**config.mk**
```make
export PLATFORM = sky130hd
export DESIGN_NAME = mcu_interrupt_logic
export DESIGN_NICKNAME = d
export VERILOG_FILES = /design/src/irq_logic_pkg.sv /design/src/mcu_interrupt_logic.sv
export SDC_FILE = /design/constraint.sdc
export NUM_CORES = 1
export LEC_CHECK = 0
export BUFFER_PORTS_ARGS = -buffer_cell sky130_fd_sc_hd__buf_2
export CAP_MARGIN = 25
export CORE_UTILIZATION = 33
export CTS_BUF_LIST = sky130_fd_sc_hd__clkbuf_8
export DETAILED_ROUTE_END_ITERATION = 6
export GPL_TIMING_DRIVEN = 0
export PLACE_DENSITY = 0.67
export SLEW_MARGIN = 40
export SYNTH_ARGS = -nofsm -noshare
export SYNTH_HDL_FRONTEND = slang
export SYNTH_SLANG_ARGS = --single-unit
```
**constraint.sdc**
```tcl
create_clock -name pclk -period 1.65 [get_ports pclk]
set_clock_uncertainty 0.05 [all_clocks]
set_input_delay 0.165 -clock pclk [delete_from_list [all_inputs] [get_ports pclk]]
set_output_delay 0.165 -clock pclk [all_outputs]
set_load 0.05 [all_outputs]
```
**src/irq_logic_pkg.sv**
```systemverilog
// constants, register map and carrier types for the interrupt logic
package irq_logic_pkg;

    // ****************************************************************
    // register indices (byte address is four times the index)
    // ****************************************************************
    localparam logic [9:0] IDX_IRQ_CONTROL = 10'h00b;
    localparam logic [9:0] IDX_PERIPH_FLAGS = 10'h00c;
    localparam logic [9:0] IDX_PERIPH_ENABLES = 10'h08c;
    localparam logic [9:0] IDX_OPTION = 10'h081;
    localparam logic [9:0] IDX_PIN_CHANGE_ENABLE = 10'h096;
    localparam logic [9:0] IDX_STATUS = 10'h0a0;

    // ****************************************************************
    // reset values
    // ****************************************************************
    localparam logic [7:0] RST_IRQ_CONTROL = 8'h00;
    localparam logic [7:0] RST_PERIPH = 8'h00;
    localparam logic [7:0] RST_OPTION = 8'hff;
    localparam logic [5:0] RST_PIN_CHANGE = 6'h00;

    // ****************************************************************
    // field positions
    // ****************************************************************
    localparam int CTL_GEN = 7;
    localparam int CTL_PGATE = 6;
    localparam int CTL_TZIE = 5;
    localparam int CTL_EXTIE = 4;
    localparam int CTL_PCIE = 3;
    localparam int CTL_TZIF = 2;
    localparam int CTL_EXTIF = 1;
    localparam int CTL_PCIF = 0;
    localparam int OPT_EDGE = 6;
    localparam int PF_TMR1 = 0;
    localparam int PF_OSCF = 2;
    localparam int PF_CMP1 = 3;
    localparam int PF_CMP2 = 4;
    localparam int PF_CR = 5;
    localparam int PF_LV = 6;
    localparam int PF_EEWR = 7;
    // bit 1 of the peripheral pair is not implemented
    localparam logic [7:0] PERIPH_IMPL_MASK = 8'hfd;

    // ****************************************************************
    // timing
    // ****************************************************************
    localparam logic [1:0] PHASE_Q1 = 2'h0;
    localparam logic [1:0] PHASE_Q2 = 2'h1;
    localparam logic [1:0] PHASE_LAST = 2'h3;
    // instruction cycles from the first q1 sample to vector entry
    localparam logic [1:0] ENTRY_STAGES = 2'h2;
    localparam logic [12:0] IRQ_VECTOR = 13'h0004;
    localparam int PORT_PINS = 6;

    // ****************************************************************
    // carrier types
    // ****************************************************************
    typedef struct packed {
        logic timer_zero_rollover;
        logic timer_one_overflow;
        logic osc_fail;
        logic comparator_one;
        logic comparator_two;
        logic cr_event;
        logic low_voltage;
        logic eeprom_write_done;
    } event_in_t;

    typedef struct packed {
        logic en_clear;         // an instruction clearing the enable ran
        logic return_from_irq;  // return-from-interrupt executed
        logic sleeping;         // core is in sleep
        logic port_read;        // core reads the port
    } core_in_t;

    typedef struct packed {
        logic vector_load;      // load pc with the vector (pulse)
        logic push_return;      // push return pc (pulse)
        logic [12:0] vector_addr;
        logic wake_request;
        logic irq_pending;
    } core_out_t;

endpackage : irq_logic_pkg

```
**src/mcu_interrupt_logic.sv**
```systemverilog
// interrupt logic: flags, masks, global enable, vectoring and wake
`timescale 1ns/1ps


module mcu_interrupt_logic
    import irq_logic_pkg::*;
(
    input wire logic pclk,
    input wire logic presetn,
    input wire logic psel,
    input wire logic penable,
    input wire logic pwrite,
    input wire logic [11:0] paddr,
    input wire logic [31:0] pwdata,
    output logic [31:0] prdata,
    output logic pready,
    output logic pslverr,
    input wire logic ext_irq_pin,
    input wire logic [irq_logic_pkg::PORT_PINS-1:0] port_pins,
    input irq_logic_pkg::event_in_t events,
    input irq_logic_pkg::core_in_t core_in,
    output irq_logic_pkg::core_out_t core_out
);

    // ****************************************************************
    // state
    // ****************************************************************
    logic [7:0] irq_control_reg;
    logic [7:0] peripheral_irq_flags;
    logic [7:0] peripheral_irq_enables;
    logic [7:0] option_reg;
    logic [PORT_PINS-1:0] pin_change_enable_reg;
    logic [PORT_PINS-1:0] port_latch;
    logic [1:0] q_phase;
    logic [1:0] entry_stage;
    logic ext_pin_prev;

    // ****************************************************************
    // bus decode
    // ****************************************************************
    logic [9:0] reg_index;
    logic access;
    logic wr_done;
    logic hit;
    logic [7:0] wbyte;

    assign reg_index = paddr[11:2];
    assign access = psel & penable;
    // a write lands only at the completing edge of the access phase
    assign wr_done = access & pready & pwrite;
    assign wbyte = pwdata[7:0];

    always_comb begin
        unique case (reg_index)
            IDX_IRQ_CONTROL, IDX_PERIPH_FLAGS, IDX_PERIPH_ENABLES,
            IDX_OPTION, IDX_PIN_CHANGE_ENABLE, IDX_STATUS: hit = 1'b1;
            default: hit = 1'b0;
        endcase
    end

    // ****************************************************************
    // event detection
    // ****************************************************************
    logic ext_edge;
    logic port_change;
    logic [7:0] periph_set;
    logic [2:0] ctl_set;
    logic glb_en;

    // global enable; gates entry only,
    // not flags, pending or wake
    assign glb_en = irq_control_reg[CTL_GEN];

    // edge polarity picked by the option bit
    assign ext_edge = option_reg[OPT_EDGE] ? (ext_irq_pin & ~ext_pin_prev)
                                           : (~ext_irq_pin & ext_pin_prev);

    // a mismatch against the read latch on an enabled pin; a read at q2
    // refreshes the latch, so a change in that very cycle can vanish
    assign port_change = |((port_pins ^ port_latch) & pin_change_enable_reg);

    // hardware set terms for the control register flags
    assign ctl_set[CTL_PCIF] = port_change;
    assign ctl_set[CTL_EXTIF] = ext_edge;
    // one pclk of rollover is enough:
    // the flag holds until cleared
    assign ctl_set[CTL_TZIF] = events.timer_zero_rollover;

    // peripheral set terms, one per implemented bit
    // set wins over a same-cycle clear,
    // so no event is lost to software;
    // unimplemented bit 1 is never set
    always_comb begin
        periph_set = 8'h00;
        periph_set[PF_TMR1] = events.timer_one_overflow;
        periph_set[PF_OSCF] = events.osc_fail;
        periph_set[PF_CMP1] = events.comparator_one;
        periph_set[PF_CMP2] = events.comparator_two;
        periph_set[PF_CR] = events.cr_event;
        periph_set[PF_LV] = events.low_voltage;
        periph_set[PF_EEWR] = events.eeprom_write_done;
    end

    // ****************************************************************
    // request combine
    // ****************************************************************
    logic ctl_req;
    logic periph_req;
    logic any_req;

    // each control flag masked by its own enable
    // a flag with its enable clear stays
    // visible to polling but never asks
    assign ctl_req =
        (irq_control_reg[CTL_EXTIF] & irq_control_reg[CTL_EXTIE]) |
        (irq_control_reg[CTL_TZIF] & irq_control_reg[CTL_TZIE]) |
        (irq_control_reg[CTL_PCIF] & irq_control_reg[CTL_PCIE]);

    // peripheral requests pass the peripheral gate first
    // so one bit can silence all seven
    // peripheral sources while their
    // flags and enables are kept
    assign periph_req = irq_control_reg[CTL_PGATE] &
        (|(peripheral_irq_flags & peripheral_irq_enables));

    // pending ignores the global enable,
    // as wake does
    assign any_req = ctl_req | periph_req;

    // ****************************************************************
    // instruction cycle phases
    // ****************************************************************
    // four pclk per instruction cycle, q1 first
    always_ff @(posedge pclk or negedge presetn) begin
        if (!presetn) begin
            q_phase <= PHASE_Q1;
        end else begin
            q_phase <= q_phase + 2'h1;
        end
    end

    // ****************************************************************
    // pin history and port read latch
    // ****************************************************************
    always_ff @(posedge pclk or negedge presetn) begin
        if (!presetn) begin
            ext_pin_prev <= 1'b0;
            port_latch <= '0;
        end else begin
            ext_pin_prev <= ext_irq_pin;
            // the core's read snapshots the port at q2
            // a change landing on that edge is
            // absorbed into the latch: a known
            // blind spot, accepted
            if (core_in.port_read && q_phase == PHASE_Q2) begin
                port_latch <= port_pins;
            end
        end
    end

    // ****************************************************************
    // entry pipeline
    // ****************************************************************
    logic entry_fire;
    logic en_dropping;

    // an instruction or a bus write dropping
    // the enable aborts the entry
    assign en_dropping = core_in.en_clear |
        (wr_done && reg_index == IDX_IRQ_CONTROL && !wbyte[CTL_GEN]);

    // a sleeping core is woken first; it
    // takes no vector until sleep ends
    assign entry_fire = (q_phase == PHASE_Q1) &&
        (entry_stage == ENTRY_STAGES) && glb_en && !en_dropping &&
        !core_in.sleeping;

    // requests are looked at only on q1, so an event caught in q4..q1 is
    // seen at the next q1 and vectored two cycles later
    // stage 0 idle, 1 and 2 count whole
    // instruction cycles, so a one or two
    // cycle instruction gives the same
    // latency
    always_ff @(posedge pclk or negedge presetn) begin
        if (!presetn) begin
            entry_stage <= 2'h0;
        end else if (!glb_en || en_dropping || core_in.sleeping) begin
            // ignored, but flags stay so it is taken later
            // restarting costs latency, never
            // a request: the flag still stands
            entry_stage <= 2'h0;
        end else if (q_phase == PHASE_Q1) begin
            if (entry_stage == ENTRY_STAGES) begin
                entry_stage <= 2'h0;
            end else if (entry_stage != 2'h0) begin
                entry_stage <= entry_stage + 2'h1;
            end else if (any_req && !core_in.sleeping) begin
                entry_stage <= 2'h1;
            end
        end
    end

    // ****************************************************************
    // control register
    // ****************************************************************
    // flags take set over clear so no event is lost under a software
    // clear; hardware never clears them itself
    always_ff @(posedge pclk or negedge presetn) begin
        if (!presetn) begin
            irq_control_reg <= RST_IRQ_CONTROL;
        end else begin
            // a write owns bit 7 outright; the
            // flags still take set over clear
            if (wr_done && reg_index == IDX_IRQ_CONTROL) begin
                irq_control_reg[7:3] <= wbyte[7:3];
                irq_control_reg[2:0] <= wbyte[2:0] | ctl_set;
            end else begin
                irq_control_reg[2:0] <= irq_control_reg[2:0] | ctl_set;
                // an instruction clear outranks entry
                // and return in the same cycle
                if (core_in.en_clear) begin
                    irq_control_reg[CTL_GEN] <= 1'b0;
                end else if (entry_fire) begin
                    // entry drops the enable so the
                    // routine is not re-entered
                    irq_control_reg[CTL_GEN] <= 1'b0;
                end else if (core_in.return_from_irq) begin
                    // flags left set will vector
                    // again once this lands
                    irq_control_reg[CTL_GEN] <= 1'b1;
                end
            end
        end
    end

    // ****************************************************************
    // peripheral flags and enables
    // ****************************************************************
    always_ff @(posedge pclk or negedge presetn) begin
        if (!presetn) begin
            peripheral_irq_flags <= RST_PERIPH;
        end else if (wr_done && reg_index == IDX_PERIPH_FLAGS) begin
            peripheral_irq_flags <=
                (wbyte | periph_set) & PERIPH_IMPL_MASK;
        end else begin
            peripheral_irq_flags <= peripheral_irq_flags | periph_set;
        end
    end

    // enables are pure storage; bit 1
    // is tied low like its flag
    always_ff @(posedge pclk or negedge presetn) begin
        if (!presetn) begin
            peripheral_irq_enables <= RST_PERIPH;
        end else if (wr_done && reg_index == IDX_PERIPH_ENABLES) begin
            peripheral_irq_enables <= wbyte & PERIPH_IMPL_MASK;
        end
    end

    // ****************************************************************
    // option and pin change enables
    // ****************************************************************
    // only the edge select bit is used here; the rest is plain storage
    // the option byte keeps all eight bits
    // so software reads back what it wrote
    always_ff @(posedge pclk or negedge presetn) begin
        if (!presetn) begin
            option_reg <= RST_OPTION;
            pin_change_enable_reg <= RST_PIN_CHANGE;
        end else if (wr_done) begin
            if (reg_index == IDX_OPTION) begin
                option_reg <= wbyte;
            end
            if (reg_index == IDX_PIN_CHANGE_ENABLE) begin
                pin_change_enable_reg <= wbyte[PORT_PINS-1:0];
            end
        end
    end

    // ****************************************************************
    // core outputs
    // ****************************************************************
    // only the return pc is pushed; no other context is saved
    // working and status copies are the
    // service routine's job; all outputs
    // are registered, one cycle behind
    always_ff @(posedge pclk or negedge presetn) begin
        if (!presetn) begin
            core_out <= '0;
        end else begin
            core_out.vector_load <= entry_fire;
            core_out.push_return <= entry_fire;
            core_out.vector_addr <= IRQ_VECTOR;
            core_out.irq_pending <= any_req;
            // wake ignores the global enable; the core then vectors only
            // if the enable is set
            core_out.wake_request <= core_in.sleeping & any_req;
        end
    end

    // ****************************************************************
    // read mux
    // ****************************************************************
    logic [7:0] rbyte;

    // bytes sit in prdata[7:0]; unused
    // and write cycles read as zero; the
    // status word is a debug aid only
    always_comb begin
        rbyte = 8'h00;
        unique case (reg_index)
            IDX_IRQ_CONTROL: rbyte = irq_control_reg;
            IDX_PERIPH_FLAGS: rbyte = peripheral_irq_flags;
            IDX_PERIPH_ENABLES: rbyte = peripheral_irq_enables;
            IDX_OPTION: rbyte = option_reg;
            IDX_PIN_CHANGE_ENABLE: rbyte = {2'h0, pin_change_enable_reg};
            IDX_STATUS: rbyte = {2'h0, core_out.wake_request,
                                 core_out.irq_pending, entry_stage, q_phase};
            default: rbyte = 8'h00;
        endcase
    end

    // ****************************************************************
    // apb answer
    // ****************************************************************
    // one wait state keeps prdata, pready and pslverr on flip-flops
    // cost: every access takes three
    // cycles; gain: no comb path from
    // psel to the bus outputs; an
    // unmapped index answers with an
    // error and changes nothing
    always_ff @(posedge pclk or negedge presetn) begin
        if (!presetn) begin
            pready <= 1'b0;
            prdata <= 32'h0000_0000;
            pslverr <= 1'b0;
        end else if (access && !pready) begin
            pready <= 1'b1;
            prdata <= pwrite ? 32'h0000_0000 : {24'h00_0000, rbyte};
            pslverr <= ~hit;
        end else begin
            pready <= 1'b0;
            prdata <= 32'h0000_0000;
            pslverr <= 1'b0;
        end
    end

endmodule : mcu_interrupt_logic

```
; ---- Word-level counts from Yosys, hierarchy flattened
; Cells that the tools add are included.
[totals]
elab_cells = 99
register_bits = 86
output_inout_bits = 51
input_bits = 68
[classes]
reduce_logical = 29
n_bitwise = 24
n_addsub = 2
n_eq_ne = 8
muxes = 18
[ops]
columns = op, n
row1 = case mux 8 bit (6 select lines), 1
row2 = equality test 10 x 8 -> 1 bit (second input constant), 4
row3 = two-way mux 32 bit, 1
row4 = equality test 10 x 4 -> 1 bit (second input constant), 2
row5 = two-way mux 8 bit, 2
row6 = bitwise OR 8 bit, 2
row7 = OR reduction 6 bit, 2
row8 = logical AND 1 bit, 11
row9 = bitwise AND 1 bit, 10
row10 = two-way mux 2 bit, 5
row11 = bitwise AND 8 bit, 1
row12 = two-way mux 1 bit, 8
row13 = nonzero test 4 bit, 2
row14 = OR reduction 8 bit, 1
row15 = bitwise AND 6 bit, 1
row16 = bitwise OR 3 bit, 2
row17 = AND reduction 2 bit, 3
row18 = XOR 6 bit, 1
row19 = logical NOT 1 bit, 5
row20 = adder 2 x 1 -> 2 bit (second input constant), 2
row21 = bitwise OR 1 bit, 4
row22 = nonzero test 2 bit, 2
row23 = two-way mux 3 bit, 1
row24 = NOT 1 bit, 3
row25 = 4 further kinds, 5

; ---- Depth between registers and ports, before layout
; Gate-level depths: netlist of run 1.
[depth]
ltp_word = 12
mapped_depth = 6
ltp_nobuf = 6

; ---- Worst setup path before layout of run 1
; OpenSTA, ideal clock, no wires.
[synth_timing]
path_kind = register to register
from = reg pready
to = reg irq_control_reg[1]
required_ns = 1.467
arrival_time_ns = 1.743
stages_incl_launch_ff = 5
path_slack_ns = -0.276
setup_ns = 0.133
n_path_buf = 1
synth_period_minus_slack_ns = 1.926
cell_sequence = dfrtp_1 > nand4_1 > nor4_2 > clkbuf_1 > o211ai_1
[synth_between]
elab_chain_len = 4
[synth_lines]
columns = item, line
row1 = "start, declared", mcu_interrupt_logic.sv:16  ; output logic pready,
row2 = "start signal, assigned", mcu_interrupt_logic.sv:334  ; pready <= 1'b0;
row3 = "start signal, assigned", mcu_interrupt_logic.sv:338  ; pready <= 1'b1;
row4 = "start signal, assigned", mcu_interrupt_logic.sv:342  ; pready <= 1'b0;
row5 = bitwise AND 1 bit (2 in a row), mcu_interrupt_logic.sv:50  ; assign wr_done = access & pready & pwrite;
row6 = logical AND 1 bit, mcu_interrupt_logic.sv:214  ; if (wr_done && reg_index == IDX_IRQ_CONTROL) begin
row7 = two-way mux 3 bit, mcu_interrupt_logic.sv:214
row8 = "end signal, assigned", mcu_interrupt_logic.sv:216  ; irq_control_reg[2:0] <= wbyte[2:0] | ctl_set;
row9 = "end signal, assigned", mcu_interrupt_logic.sv:218  ; irq_control_reg[2:0] <= irq_control_reg[2:0] | ctl_set;
row10 = "end, declared", mcu_interrupt_logic.sv:28  ; logic [7:0] irq_control_reg;
; No other way between the ends.
; A chain may end at the register's enable or synchronous reset.

; ---- Worst setup path after layout of run 1
[layout_timing]
from = in paddr[2]
to = reg prdata[1]
[layout_between]
elab_chain_len = 4
elab_cells_between_ends = 9
cone_classes = eq/ne: 6 / mux: 3
[layout_lines]
columns = item, line
row1 = "start, declared", mcu_interrupt_logic.sv:13  ; input wire logic [11:0] paddr,
row2 = equality test 10 x 8 -> 1 bit or equality test 10 x 4 -> 1 bit (tied branches), mcu_interrupt_logic.sv:311  ; unique case (reg_index)
row3 = case mux 8 bit (6 select lines) *, mcu_interrupt_logic.sv:311
row4 = two-way mux 8 bit *, mcu_interrupt_logic.sv:339  ; prdata <= pwrite ? 32'h0000_0000 : {24'h00_0000, rbyte};
row5 = two-way mux 32 bit *, mcu_interrupt_logic.sv:337  ; end else if (access && !pready) begin
row6 = "end signal, assigned", mcu_interrupt_logic.sv:339
row7 = "end, declared", mcu_interrupt_logic.sv:15  ; output logic [31:0] prdata,
; Every way passes the cells marked *; elsewhere a longest branch is shown, timed or not.

==> qor.csv, run 1 <==
stage,metric,value,unit
synthesis,async_flop_share,100.0,%
power_and_ir_drop,intPower,2.617,mW
setup_path,critPathRequiredTime,1.84,ns
synthesis,synth_cells,317,
final_layout,drive_above_1_share,41.47,%
synthesis,synth.cell_area,3387,um2
sta,fin_crit_sh,96.86,%
setup_path,reg2reg_to,pin_change_enable_reg[5]$_DFFE_PN0P_,
placed_design,hpwlAfterDp,6064,um
power_and_ir_drop,vdd_drop_max,0.4048,mV
setup_path,rrSetupSlack,0.06,ns
sta,setup_tns,0,ns
route,via_count,2684,
final_layout,nets,499,
power_and_ir_drop,clock_power_share,42.2,%
route,drt_iter0_markers,251,
power_and_ir_drop,p_comb_share,14.9,%
setup_path,criticalPathCategory,primary input to flop,
synthesis,yosysUniqueCellTypes,53,
route,detail-route-antenna-nets,0,
global_routing,grt_pass1_wl,13180,um
outcome,run_status,"finished, final reports clean",
worst_hold_path,min_path_type,primary input to flop,
setup_path,critPathMaxStageDelay,0.54,ns
clock_tree,cts_tree,built,
sta,period_needed,1.598,ns
sta,whs,0.01805,ns
sta,rsz0062_at_grt,false,
route,post-route-drc-count,0,
global_routing,grt_pass1_vias,2608,
clock_tree,path_clk_slew,0.07,ns
floorplanning,start_util,34.34,%
clock_tree,cts-buffers-inserted,9,
setup_path,critPathSlowestCell,or4b_4,
setup_path,start_kind,primary input,
sta,max_freq,625.7,MHz
floorplanning,rows,36,
setup_path,r2r_start,pready$_DFF_PN0_,
clock_tree,root_buffer,clkbuf_8,
sta,final-hold-violation-count,0,
power_and_ir_drop,seq_power_share,42.9,%
power_and_ir_drop,p_per_area,817.1,nW/um2
global_routing,antenna_found_initial,0,
global_routing,grt_max_degree,62,
sta,maxSlewViolCount,0,
global_routing,overflow,0,
power_and_ir_drop,p_total,3.589,mW
setup_path,crit_path_max_fanout,7,
power_and_ir_drop,total_leakage_power,2.050,nW
run,maxCapViolCount,0,
synthesis,synth_ff_type,dfrtp_1,
setup_path,cp.arrival,1.79,ns
synthesis,synth-seq-cells,61,
setup_path,setup.worst_path.start,paddr[2],
floorplanning,chipWidth,103.3,um
route,wire_per_inst,14.73,um
placed_design,gp_congestion,0.9014,
sta,worst_slack,0.05181,ns
route,first_pass_iters,5,
floorplanning,die_h,103.3,um
synthesis,synth.avg_cell_area,10.68,um2
final_layout,final_cells,567,
clock_tree,clock-sinks,61,
floorplanning,num_io_pins,119,
synthesis,synth-edff-count,0,
sta,relSlewSlack,57.50,%
sta,setup_viol,0,
placed_design,post-place-cells,541,
floorplanning,core_area,9864,um2
placed_design,io_buffers,56,
placed_design,post-place-ws,-0.5077,ns
floorplanning,die_area,10670,um2
setup_path,rr_worst_depth,5,
route,wl,8350,um
power_and_ir_drop,swShare,27.09,%
synthesis,yosysWarnings,0,
synthesis,yosysSeqAreaShare,45.36,%
final_layout,area_growth,29.66,%
final_layout,antennaDiodeCount,0,
clock_tree,clock_latency,0.35,ns
sta,worst_pin_slew,0.6327,ns
clock_tree,htreeDepth,3,
setup_path,cp-endpoint,prdata[1]$_DFF_PN0_,
global_routing,grtUsageTotal,16.98,%
clock_tree,cts_max_path_buffers,2,
setup_path,crit_path_cell_trace,"buf_4, or4b_4, buf_6, nor3_4, nand2_1, a211oi_1",
route,drt-vias-per-instance,4.734,
setup_path,cp-end-kind,flop,
power_and_ir_drop,p_sw,972.1,uW
==> routing by layer <==
metal | GRT usage (%) | wire length, um
met4 | 9.642 | 282
met1 | 20.71 | 3604
met3 | 4.435 | 567
met5 | 0 | 0
met2 | 27.33 | 3896
==> power groups by stage <==
stage                     clock [mW]  sequential, mW  combinational (mW)
after global placement             0            1.57               0.518
after floorplan                    0            1.58               0.363
after detailed placement           0            1.57               0.524
final                           1.51            1.54               0.535
after global routing            1.60            1.54               0.581
after CTS                       1.55            1.54               0.533
==> area by class of cell <==
cell class | count | area (um2)
Fill cell | 943 | 5473
Multi-Input combinational cell | 229 | 1677
Sequential cell | 61 | 1538
Buffer | 50 | 371.6
Timing Repair Buffer | 66 | 369.1
Tap cell | 133 | 166.4
Clock buffer | 11 | 151.4
Clock inverter | 5 | 73.82
Inverter | 12 | 45.04
==> cells in the final DEF, fill, tap and decap left out, types with 8 or more instances in the layout <==
| master | Yosys | routed |
|---|---|---|
| conb_1 | 2 | 37 |
| buf_2 | 3 | 57 |
| clkbuf_8 | 0 | 12 |
| buf_4 | 38 | 46 |
| a21oi_1 | 8 | 8 |
| a211oi_1 | 10 | 9 |
| nand3b_1 | 14 | 14 |
| inv_1 | 12 | 13 |
| a22oi_1 | 8 | 8 |
| mux2_4 | 7 | 16 |
| mux2_2 | 21 | 16 |
| nor3_1 | 13 | 13 |
| mux2i_1 | 10 | 10 |
| nor2_1 | 21 | 21 |
| nand2_1 | 13 | 13 |
| dfrtp_1 | 53 | 52 |
| dfstp_2 | 8 | 8 |
| o21ai_0 | 12 | 12 |
==> Yosys cell counts (3+ instances only) <==
| cell | number | area, um2 |
|---|---|---|
| buf_4 | 38 | 285.3 |
| nor2_1 | 21 | 78.83 |
| nand2_1 | 13 | 48.80 |
| inv_1 | 12 | 45.04 |
| mux2_1 | 4 | 45.04 |
| dfrtp_1 | 53 | 1326 |
| o21ai_0 | 12 | 60.06 |
| nand2b_1 | 4 | 25.02 |
| xor2_1 | 6 | 52.55 |
| a22oi_1 | 8 | 60.06 |
| clkbuf_1 | 6 | 22.52 |
| a211oi_1 | 10 | 75.07 |
| mux2_2 | 21 | 236.5 |
| a21oi_1 | 8 | 40.04 |
| mux2i_1 | 10 | 100.1 |
| nand3_1 | 4 | 20.02 |
| and2_1 | 3 | 18.77 |
| nor3_1 | 13 | 65.06 |
| nand3b_1 | 14 | 105.1 |
| mux2_4 | 7 | 105.1 |
| or3_1 | 3 | 18.77 |
| buf_2 | 3 | 15.01 |
| dfstp_2 | 8 | 210.2 |
==> cell families (layout without fill, tap and decap cells) <==
family,count (synthesis),count (layout),synth area share (%)
simple gates,92,92,16.29
buf+inv,62,144,11.64
flops,61,61,45.36
compound gates,49,49,9.568
mux,42,42,14.37
xor+xnor,7,7,1.810
fa+ha+maj,2,2,0.7387
other cells,2,37,0.2217
==> worst min path at each step <==
stage | from | to | cells past startpoint
2_1_floorplan | presetn | core_out[0]$_DFF_PN0_ | 0
3_3_place_gp | ext_irq_pin | ext_pin_prev$_DFF_PN0_ | 1
3_5_place_dp | presetn | pslverr$_DFF_PN0_ | 1
4_1_cts | core_in[1] | core_out[1]$_DFF_PN0_ | 2
5_1_grt | port_pins[4] | port_latch[4]$_DFFE_PN0P_ | 2
6_report | events[7] | irq_control_reg[2]$_DFF_PN0_ | 3
==> worst max-delay path, delay by kind of cell <==
kind,cells,cell delay (ns)
buf+inv,2,0.31
compound gates,1,0.28
simple gates,3,1.03
==> metrics by stage <==
step / cell area [um2] / utilization (%)
3_5_place_dp: 4041 / 40.97
2_1_floorplan: 3592 / -
4_1_cts: 4364 / 44.24
5_1_grt: 4392 / 44.52
6_report: 4392 / 44.52
3_3_place_gp: 4039 / 40.94
==> repair_timing <==
action | CTS | global route
buffers inserted | 7 | 1
cloned | 0 | 0
hold buffers | 2 | 0
gates resized for setup | 6 | 5
setup endpoints to repair | 35 | 17
pin swaps | 2 | 1
endpoints found under the hold margin | 54 | 0
No activity file was read; power rests on OpenSTA's default activity.
==> run 2: changes to the inputs <==
--- a/config.mk
+++ b/config.mk
@@ -11,7 +11,9 @@
 export CTS_BUF_LIST = sky130_fd_sc_hd__clkbuf_8
 export DETAILED_ROUTE_END_ITERATION = 6
 export GPL_TIMING_DRIVEN = 0
+export HOLD_SLACK_MARGIN = 0.1
 export PLACE_DENSITY = 0.67
+export REMOVE_ABC_BUFFERS = 1
 export SLEW_MARGIN = 40
 export SYNTH_ARGS = -nofsm -noshare
 export SYNTH_HDL_FRONTEND = slang
==> qor.csv, run 2 (synthesized netlist as in run 1, its figures left out) <==
stage,metric,value,unit,change
clock_tree,cts-buffers-inserted,9,,unchanged
sta,fin_crit_sh,96.33,%,-0.53 points
floorplanning,num_io_pins,119,,unchanged
final_layout,antennaDiodeCount,0,,unchanged
setup_path,cp.arrival,1.82,ns,+0.03 ns
global_routing,grtUsageTotal,16.11,%,-0.87 points
final_layout,final_common_cell,dfrtp_1,,
global_routing,antenna_found_initial,0,,unchanged
route,wire_per_inst,14.79,um,+0.40%
power_and_ir_drop,p_sw,963.5,uW,-0.88%
route,first_pass_iters,4,,-1
global_routing,overflow,0,,unchanged
floorplanning,core_area,9864,um2,unchanged
final_layout,final_cell_mix,"53 x dfrtp_1, 52 x buf_2, 37 x conb_1, 27 x dlygate4sd3_1",,
setup_path,critPathRequiredTime,1.88,ns,+0.04 ns
setup_path,start_kind,primary input,,
run,maxCapViolCount,0,,unchanged
power_and_ir_drop,swShare,29.72,%,+2.6 points
final_layout,area_growth,25.90,%,
setup_path,rr_worst_depth,5,,unchanged
final_layout,drive_above_1_share,31.80,%,-9.7 points
placed_design,gp_congestion,0.8476,,-6.0%
placed_design,dpl_cell_area,3627,um2,-10%
sta,setup_viol,0,,unchanged
setup_path,cp-end-kind,flop,,
sta,period_needed,1.589,ns,-0.008798 ns
sta,whs,0.1175,ns,+0.09943 ns
clock_tree,clock_latency,0.35,ns,about the same
floorplanning,start_util,34.34,%,unchanged
global_routing,grt_max_degree,62,,unchanged
setup_path,crit_path_max_fanout,11,,+4
power_and_ir_drop,total_leakage_power,1.931,nW,-5.8%
worst_hold_path,min_from,pwdata[3],,
setup_path,r2r_start,pready$_DFF_PN0_,,
clock_tree,cts_max_path_buffers,2,,unchanged
power_and_ir_drop,clock_power_share,36.8,%,-5.4 points
clock_tree,htreeDepth,3,,unchanged
sta,max_freq,629.2,MHz,+0.55%
floorplanning,rows,36,,unchanged
placed_design,post-place-cells,491,,-9.2%
sta,final-hold-violation-count,0,,unchanged
route,wl,8058,um,-3.5%
floorplanning,die_h,103.3,um,unchanged
route,via_count,2584,,-3.7%
final_layout,nets,477,,-4.4%
placed_design,post-place-ws,-1.010,ns,-0.5019 ns
setup_path,criticalPathCategory,primary input to flop,,
clock_tree,cts_tree,built,,
setup_path,critPathMaxStageDelay,0.45,ns,-0.09 ns
power_and_ir_drop,p_comb_share,15.8,%,+0.9 points
worst_hold_path,min_path_type,primary input to flop,,
route,post-route-drc-count,0,,unchanged
power_and_ir_drop,seq_power_share,47.5,%,+4.6 points
final_layout,final_cells,545,,-3.9%
clock_tree,root_buffer,clkbuf_8,,
power_and_ir_drop,p_per_area,760.2,nW/um2,-7.0%
setup_path,rrSetupSlack,0.12,ns,+0.06 ns
placed_design,hpwlAfterDp,5732,um,-5.5%
worst_hold_path,hold_depth,2,,-1
sta,worst_slack,0.06060,ns,+0.008798 ns
final_layout,final_area,4264,um2,-2.9%
floorplanning,chipWidth,103.3,um,unchanged
worst_hold_path,hold_path_end,peripheral_irq_enables[3]$_DFFE_PN0P_,,
floorplanning,die_area,10670,um2,unchanged
power_and_ir_drop,vdd_drop_max,0.2903,mV,-28%
sta,maxSlewViolCount,0,,unchanged
route,drt-vias-per-instance,4.741,,+0.16%
clock_tree,path_clk_slew,0.06,ns,about the same
route,drt_iter0_markers,166,,-34%
sta,worst_pin_slew,0.6695,ns,+0.03684 ns
global_routing,grt_pass1_wl,12560,um,-4.7%
setup_path,crit_path_cell_trace,"buf_4, or3b_4, nor4_4, and2_4, mux2_2",,
setup_path,reg2reg_to,entry_stage[0]$_DFFE_PN0P_,,
setup_path,critPathSlowestCell,or3b_4,,
placed_design,io_buffers,56,,unchanged
clock_tree,clock-sinks,61,,unchanged
route,detail-route-antenna-nets,0,,unchanged
sta,relSlewSlack,55.02,%,-2.5 points
power_and_ir_drop,intPower,2.278,mW,-13%
outcome,run_status,"finished, final reports clean",,
global_routing,grt_pass1_vias,2521,,-3.3%
final_layout,nFillCells,937,,-0.64%
==> run 2: worst max path at each step <==
| stage | slack (ns) | cells after the start | end | start |
|---|---|---|---|---|
| floorplan | -0.51 | 4 | irq_control_reg[0]$_DFF_PN0_ | pready$_DFF_PN0_ |
| global placement | -0.99 | 5 | peripheral_irq_flags[2]$_DFF_PN0_ | paddr[2] |
| detailed placement | -1.01 | 5 | peripheral_irq_flags[3]$_DFF_PN0_ | paddr[2] |
| CTS | 0.005 | 5 | option_reg[5]$_DFFE_PN1P_ | paddr[9] |
| global route | -0.01 | 8 | peripheral_irq_flags[2]$_DFF_PN0_ | penable |
| finish | 0.06 | 5 | option_reg[1]$_DFFE_PN1P_ | paddr[9] |
==> run 2: layout make-up <==
type                            instances  area, um2  area share (%)
Multi-Input combinational cell        229       1658           38.88
Sequential cell                        61       1536           36.03
Timing Repair Buffer                   94      686.9           16.11
Tap cell                              133      166.4           3.903
Clock buffer                           11      151.4           3.550
Inverter                               12      45.04           1.056
Clock inverter                          5      20.02          0.4695
==> run 2: power by group through the flow <==
stage	clock network, mW	logic (mW)	registers (mW)
2_1_floorplan	0	0.274	1.58
3_3_place_gp	0	0.435	1.56
3_5_place_dp	0	0.440	1.57
4_1_cts	1.21	0.499	1.54
5_1_grt	1.28	0.552	1.54
6_report	1.19	0.511	1.54
==> run 2: metrics by stage <==
step / TNS [ns] / total power [mW] / util (%)
floorplan: -11.96 / 1.856 / -
detailed placement: -31.46 / 2.006 / 36.77
finish: 0 / 3.241 / 43.23
CTS: 0 / 3.249 / 42.38
global route: -0.02679 / 3.373 / 43.23
global placement: -33.97 / 2.000 / 36.66
==> run 2: routing by layer <==
| metal | track usage [%] | part of all wire [%] | up-vias |
|---|---|---|---|
| met1 | 20.79 | 45 | 1239 |
| met4 | 5.742 | 1.5 | 0 |
| met3 | 5.376 | 6.1 | 13 |
| li1 | - | - | 1230 |
| met5 | 0 | 0 | - |
| met2 | 25.28 | 47 | 102 |
==> run 2: what timing repair did <==
item,CTS,global route
hold buffers,27,0
pin swaps,5,6
gates resized for setup,9,11
endpoints found under the setup margin,48,28
hold endpoints to repair,88,0
buffers inserted,8,3
==> run 2: critical path: cells and delay by family <==
| family | cells | cell delay [ns] |
|---|---|---|
| multiplexers | 1 | 0.35 |
| buffers and inverters | 1 | 0.20 |
| AND/OR/NAND/NOR | 3 | 1.09 |
==> run 3: changes to the inputs <==
==> constraint.sdc (replaced) <==
create_clock -name pclk -period 2 [get_ports pclk]
set_clock_uncertainty 0.05 [all_clocks]
set_input_delay 0.2 -clock pclk [delete_from_list [all_inputs] [get_ports pclk]]
set_output_delay 0.2 -clock pclk [all_outputs]
set_load 0.05 [all_outputs]
==> qor.csv, run 3 (synthesized netlist as in run 1, its figures left out) <==
stage,metric,value,unit,change
outcome,run_status,"finished, final reports clean",,
setup_path,cp.arrival,2.14,ns,+0.32 ns
setup_path,start_kind,primary input,,
clock_tree,htreeDepth,3,,unchanged
setup_path,critPathTopFamily,simple AND/OR/NAND/NOR gates,,
setup_path,path_common_cell,a211oi_1,,
final_layout,final_common_cell,buf_2,,
global_routing,overflow,0,,unchanged
sta,relSlewSlack,54.50,%,-0.52 points
floorplanning,rows,36,,unchanged
global_routing,grt_pass1_wl,12340,um,-1.8%
global_routing,grt_pass1_vias,2426,,-3.8%
final_layout,area_growth,20.80,%,
placed_design,gp_congestion,0.8476,,unchanged
route,wl,7922,um,-1.7%
setup_path,criticalPathCategory,primary input to flop,,
global_routing,grt_max_degree,62,,unchanged
route,wire_per_inst,14.81,um,+0.15%
floorplanning,num_io_pins,119,,unchanged
global_routing,antenna_found_initial,0,,unchanged
clock_tree,cts-buffers-inserted,9,,unchanged
placed_design,post-place-ws,-0.6946,ns,+0.3150 ns
clock_tree,cts_max_path_buffers,2,,unchanged
worst_hold_path,min_path_type,primary input to flop,,
clock_tree,clock_latency,0.34,ns,about the same
floorplanning,start_util,34.34,%,unchanged
floorplanning,chipWidth,103.3,um,unchanged
power_and_ir_drop,p_total,2.635,mW,-19%
floorplanning,die_area,10670,um2,unchanged
route,via_count,2536,,-1.9%
route,detail-route-antenna-nets,0,,unchanged
clock_tree,path_clk_slew,0.06,ns,about the same
sta,worst_pin_slew,0.6773,ns,+0.007777 ns
placed_design,io_buffers,56,,unchanged
sta,max_freq,509.6,MHz,
final_layout,antennaDiodeCount,0,,unchanged
final_layout,final_area,4091,um2,-4.0%
floorplanning,core_area,9864,um2,unchanged
route,post-route-drc-count,0,,unchanged
placed_design,hpwlAfterDp,5732,um,unchanged
setup_path,critPathSlowestCell,or4b_1,,
sta,rsz0062_at_grt,true,,
power_and_ir_drop,vdd_drop_max,0.2239,mV,-23%
setup_path,crit_path_cell_trace,"buf_2, or4b_1, nor3_2, a211oi_1, a211oi_1",,
route,drt-vias-per-instance,4.740,,about the same
power_and_ir_drop,p_per_area,644.0,nW/um2,-15%
route,drt_iter0_markers,166,,unchanged
sta,setup_viol,0,,unchanged
global_routing,grtUsageTotal,15.89,%,-0.22 points
final_layout,nets,467,,-2.1%
sta,whs,0.1097,ns,-0.007767 ns
setup_path,cp-end-kind,flop,,
setup_path,crit_buf_inv,1,,unchanged
sta,maxSlewViolCount,0,,unchanged
sta,worst_slack,0.03778,ns,-0.02282 ns
floorplanning,die_h,103.3,um,unchanged
final_layout,postLayoutCoreUtil,41.48,%,-1.8 points
setup_path,crit_path_max_fanout,16,,+5
setup_path,critPathRequiredTime,2.17,ns,+0.29 ns
sta,final-hold-violation-count,0,,unchanged
power_and_ir_drop,total_leakage_power,1.847,nW,-4.3%
run,maxCapViolCount,0,,unchanged
route,first_pass_iters,5,,+1
sta,fin_crit_sh,98.11,%,
clock_tree,clock-sinks,61,,unchanged
clock_tree,cts_tree,built,,
final_layout,final_cell_mix,"55 x buf_2, 53 x dfrtp_1, 37 x conb_1, 21 x nor2_1, 21 x mux2_2",,
sta,period_needed,1.962,ns,
clock_tree,root_buffer,clkbuf_8,,
setup_path,critPathMaxStageDelay,0.74,ns,+0.29 ns
final_layout,drive_above_1_share,30.60,%,-1.2 points
placed_design,dpl_cell_area,3627,um2,unchanged
## run 3: stage by stage
stage	setup TNS, ns	cells
2_1_floorplan	-1.238	302
3_3_place_gp	-18.88	491
3_5_place_dp	-16.37	491
4_1_cts	-0.003824	528
5_1_grt	-0.0009290	535
6_report	0	535
## run 3: what timing repair did
| action | 4_1_cts | 5_1_grt |
|---|---|---|
| endpoints found under the setup margin | 15 | 29 |
| buffers inserted | 1 | 7 |
| resized for setup | 4 | 0 |
| hold buffers | 20 | 0 |
| pin swaps | 0 | 3 |
| gates cloned | 0 | 0 |
| endpoints found under the hold margin | 72 | 0 |
## run 3: worst reg2reg max path: stages (launching register included)
cell	delay, ns
dfrtp_1	0.39
nand4_1	0.38
nor4_4	0.37
buf_4	0.21
mux2_2	0.35
## run 3: area by class of cell
type / count / area [um2]
fillers: 954 / 5773
multi-input cells: 229 / 1613
flip-flops and latches: 61 / 1536
repair buffers: 84 / 559.3
well taps: 133 / 166.4
clock buffers: 11 / 151.4
inverters: 12 / 45.04
clock inverters: 5 / 20.02
## run 3: report_power, final
| group | internal, mW | switching [mW] | total [mW] |
|---|---|---|---|
| clock network | 0.498 | 0.472 | 0.970 |
| logic | 0.107 | 0.289 | 0.396 |
| registers | 1.26 | 0.0132 | 1.27 |
| total | 1.86 | 0.774 | 2.63 |
## run 3: path summary, 6_finish.rpt
kind	start	endpoint	slack [ns]	depth (start not counted)
min in group asynchronous	presetn	peripheral_irq_flags[6]$_DFF_PN0_	0.33	2
setup reg to reg	pready$_DFF_PN0_	pin_change_enable_reg[0]$_DFFE_PN0P_	0.14	4
hold / removal	events[0]	peripheral_irq_flags[7]$_DFF_PN0_	0.11	3
setup / recovery	paddr[2]	prdata[1]$_DFF_PN0_	0.04	5
hold reg to reg	q_phase[0]$_DFF_PN0_	q_phase[0]$_DFF_PN0_	0.44	1
max in group asynchronous	presetn	core_out[4]$_DFF_PN0_	1.13	2
## run 3: routing by layer
| metal | global-route usage [%] | part of all wire [%] | wire length [um] | up-vias |
|---|---|---|---|---|
| met3 | 5.578 | 6.2 | 489 | 12 |
| met4 | 5.742 | 1.4 | 110 | 0 |
| met5 | 0 | 0 | 0 | - |
| met2 | 24.77 | 47 | 3727 | 94 |
| met1 | 20.44 | 45 | 3595 | 1223 |
| li1 | - | - | - | 1207 |
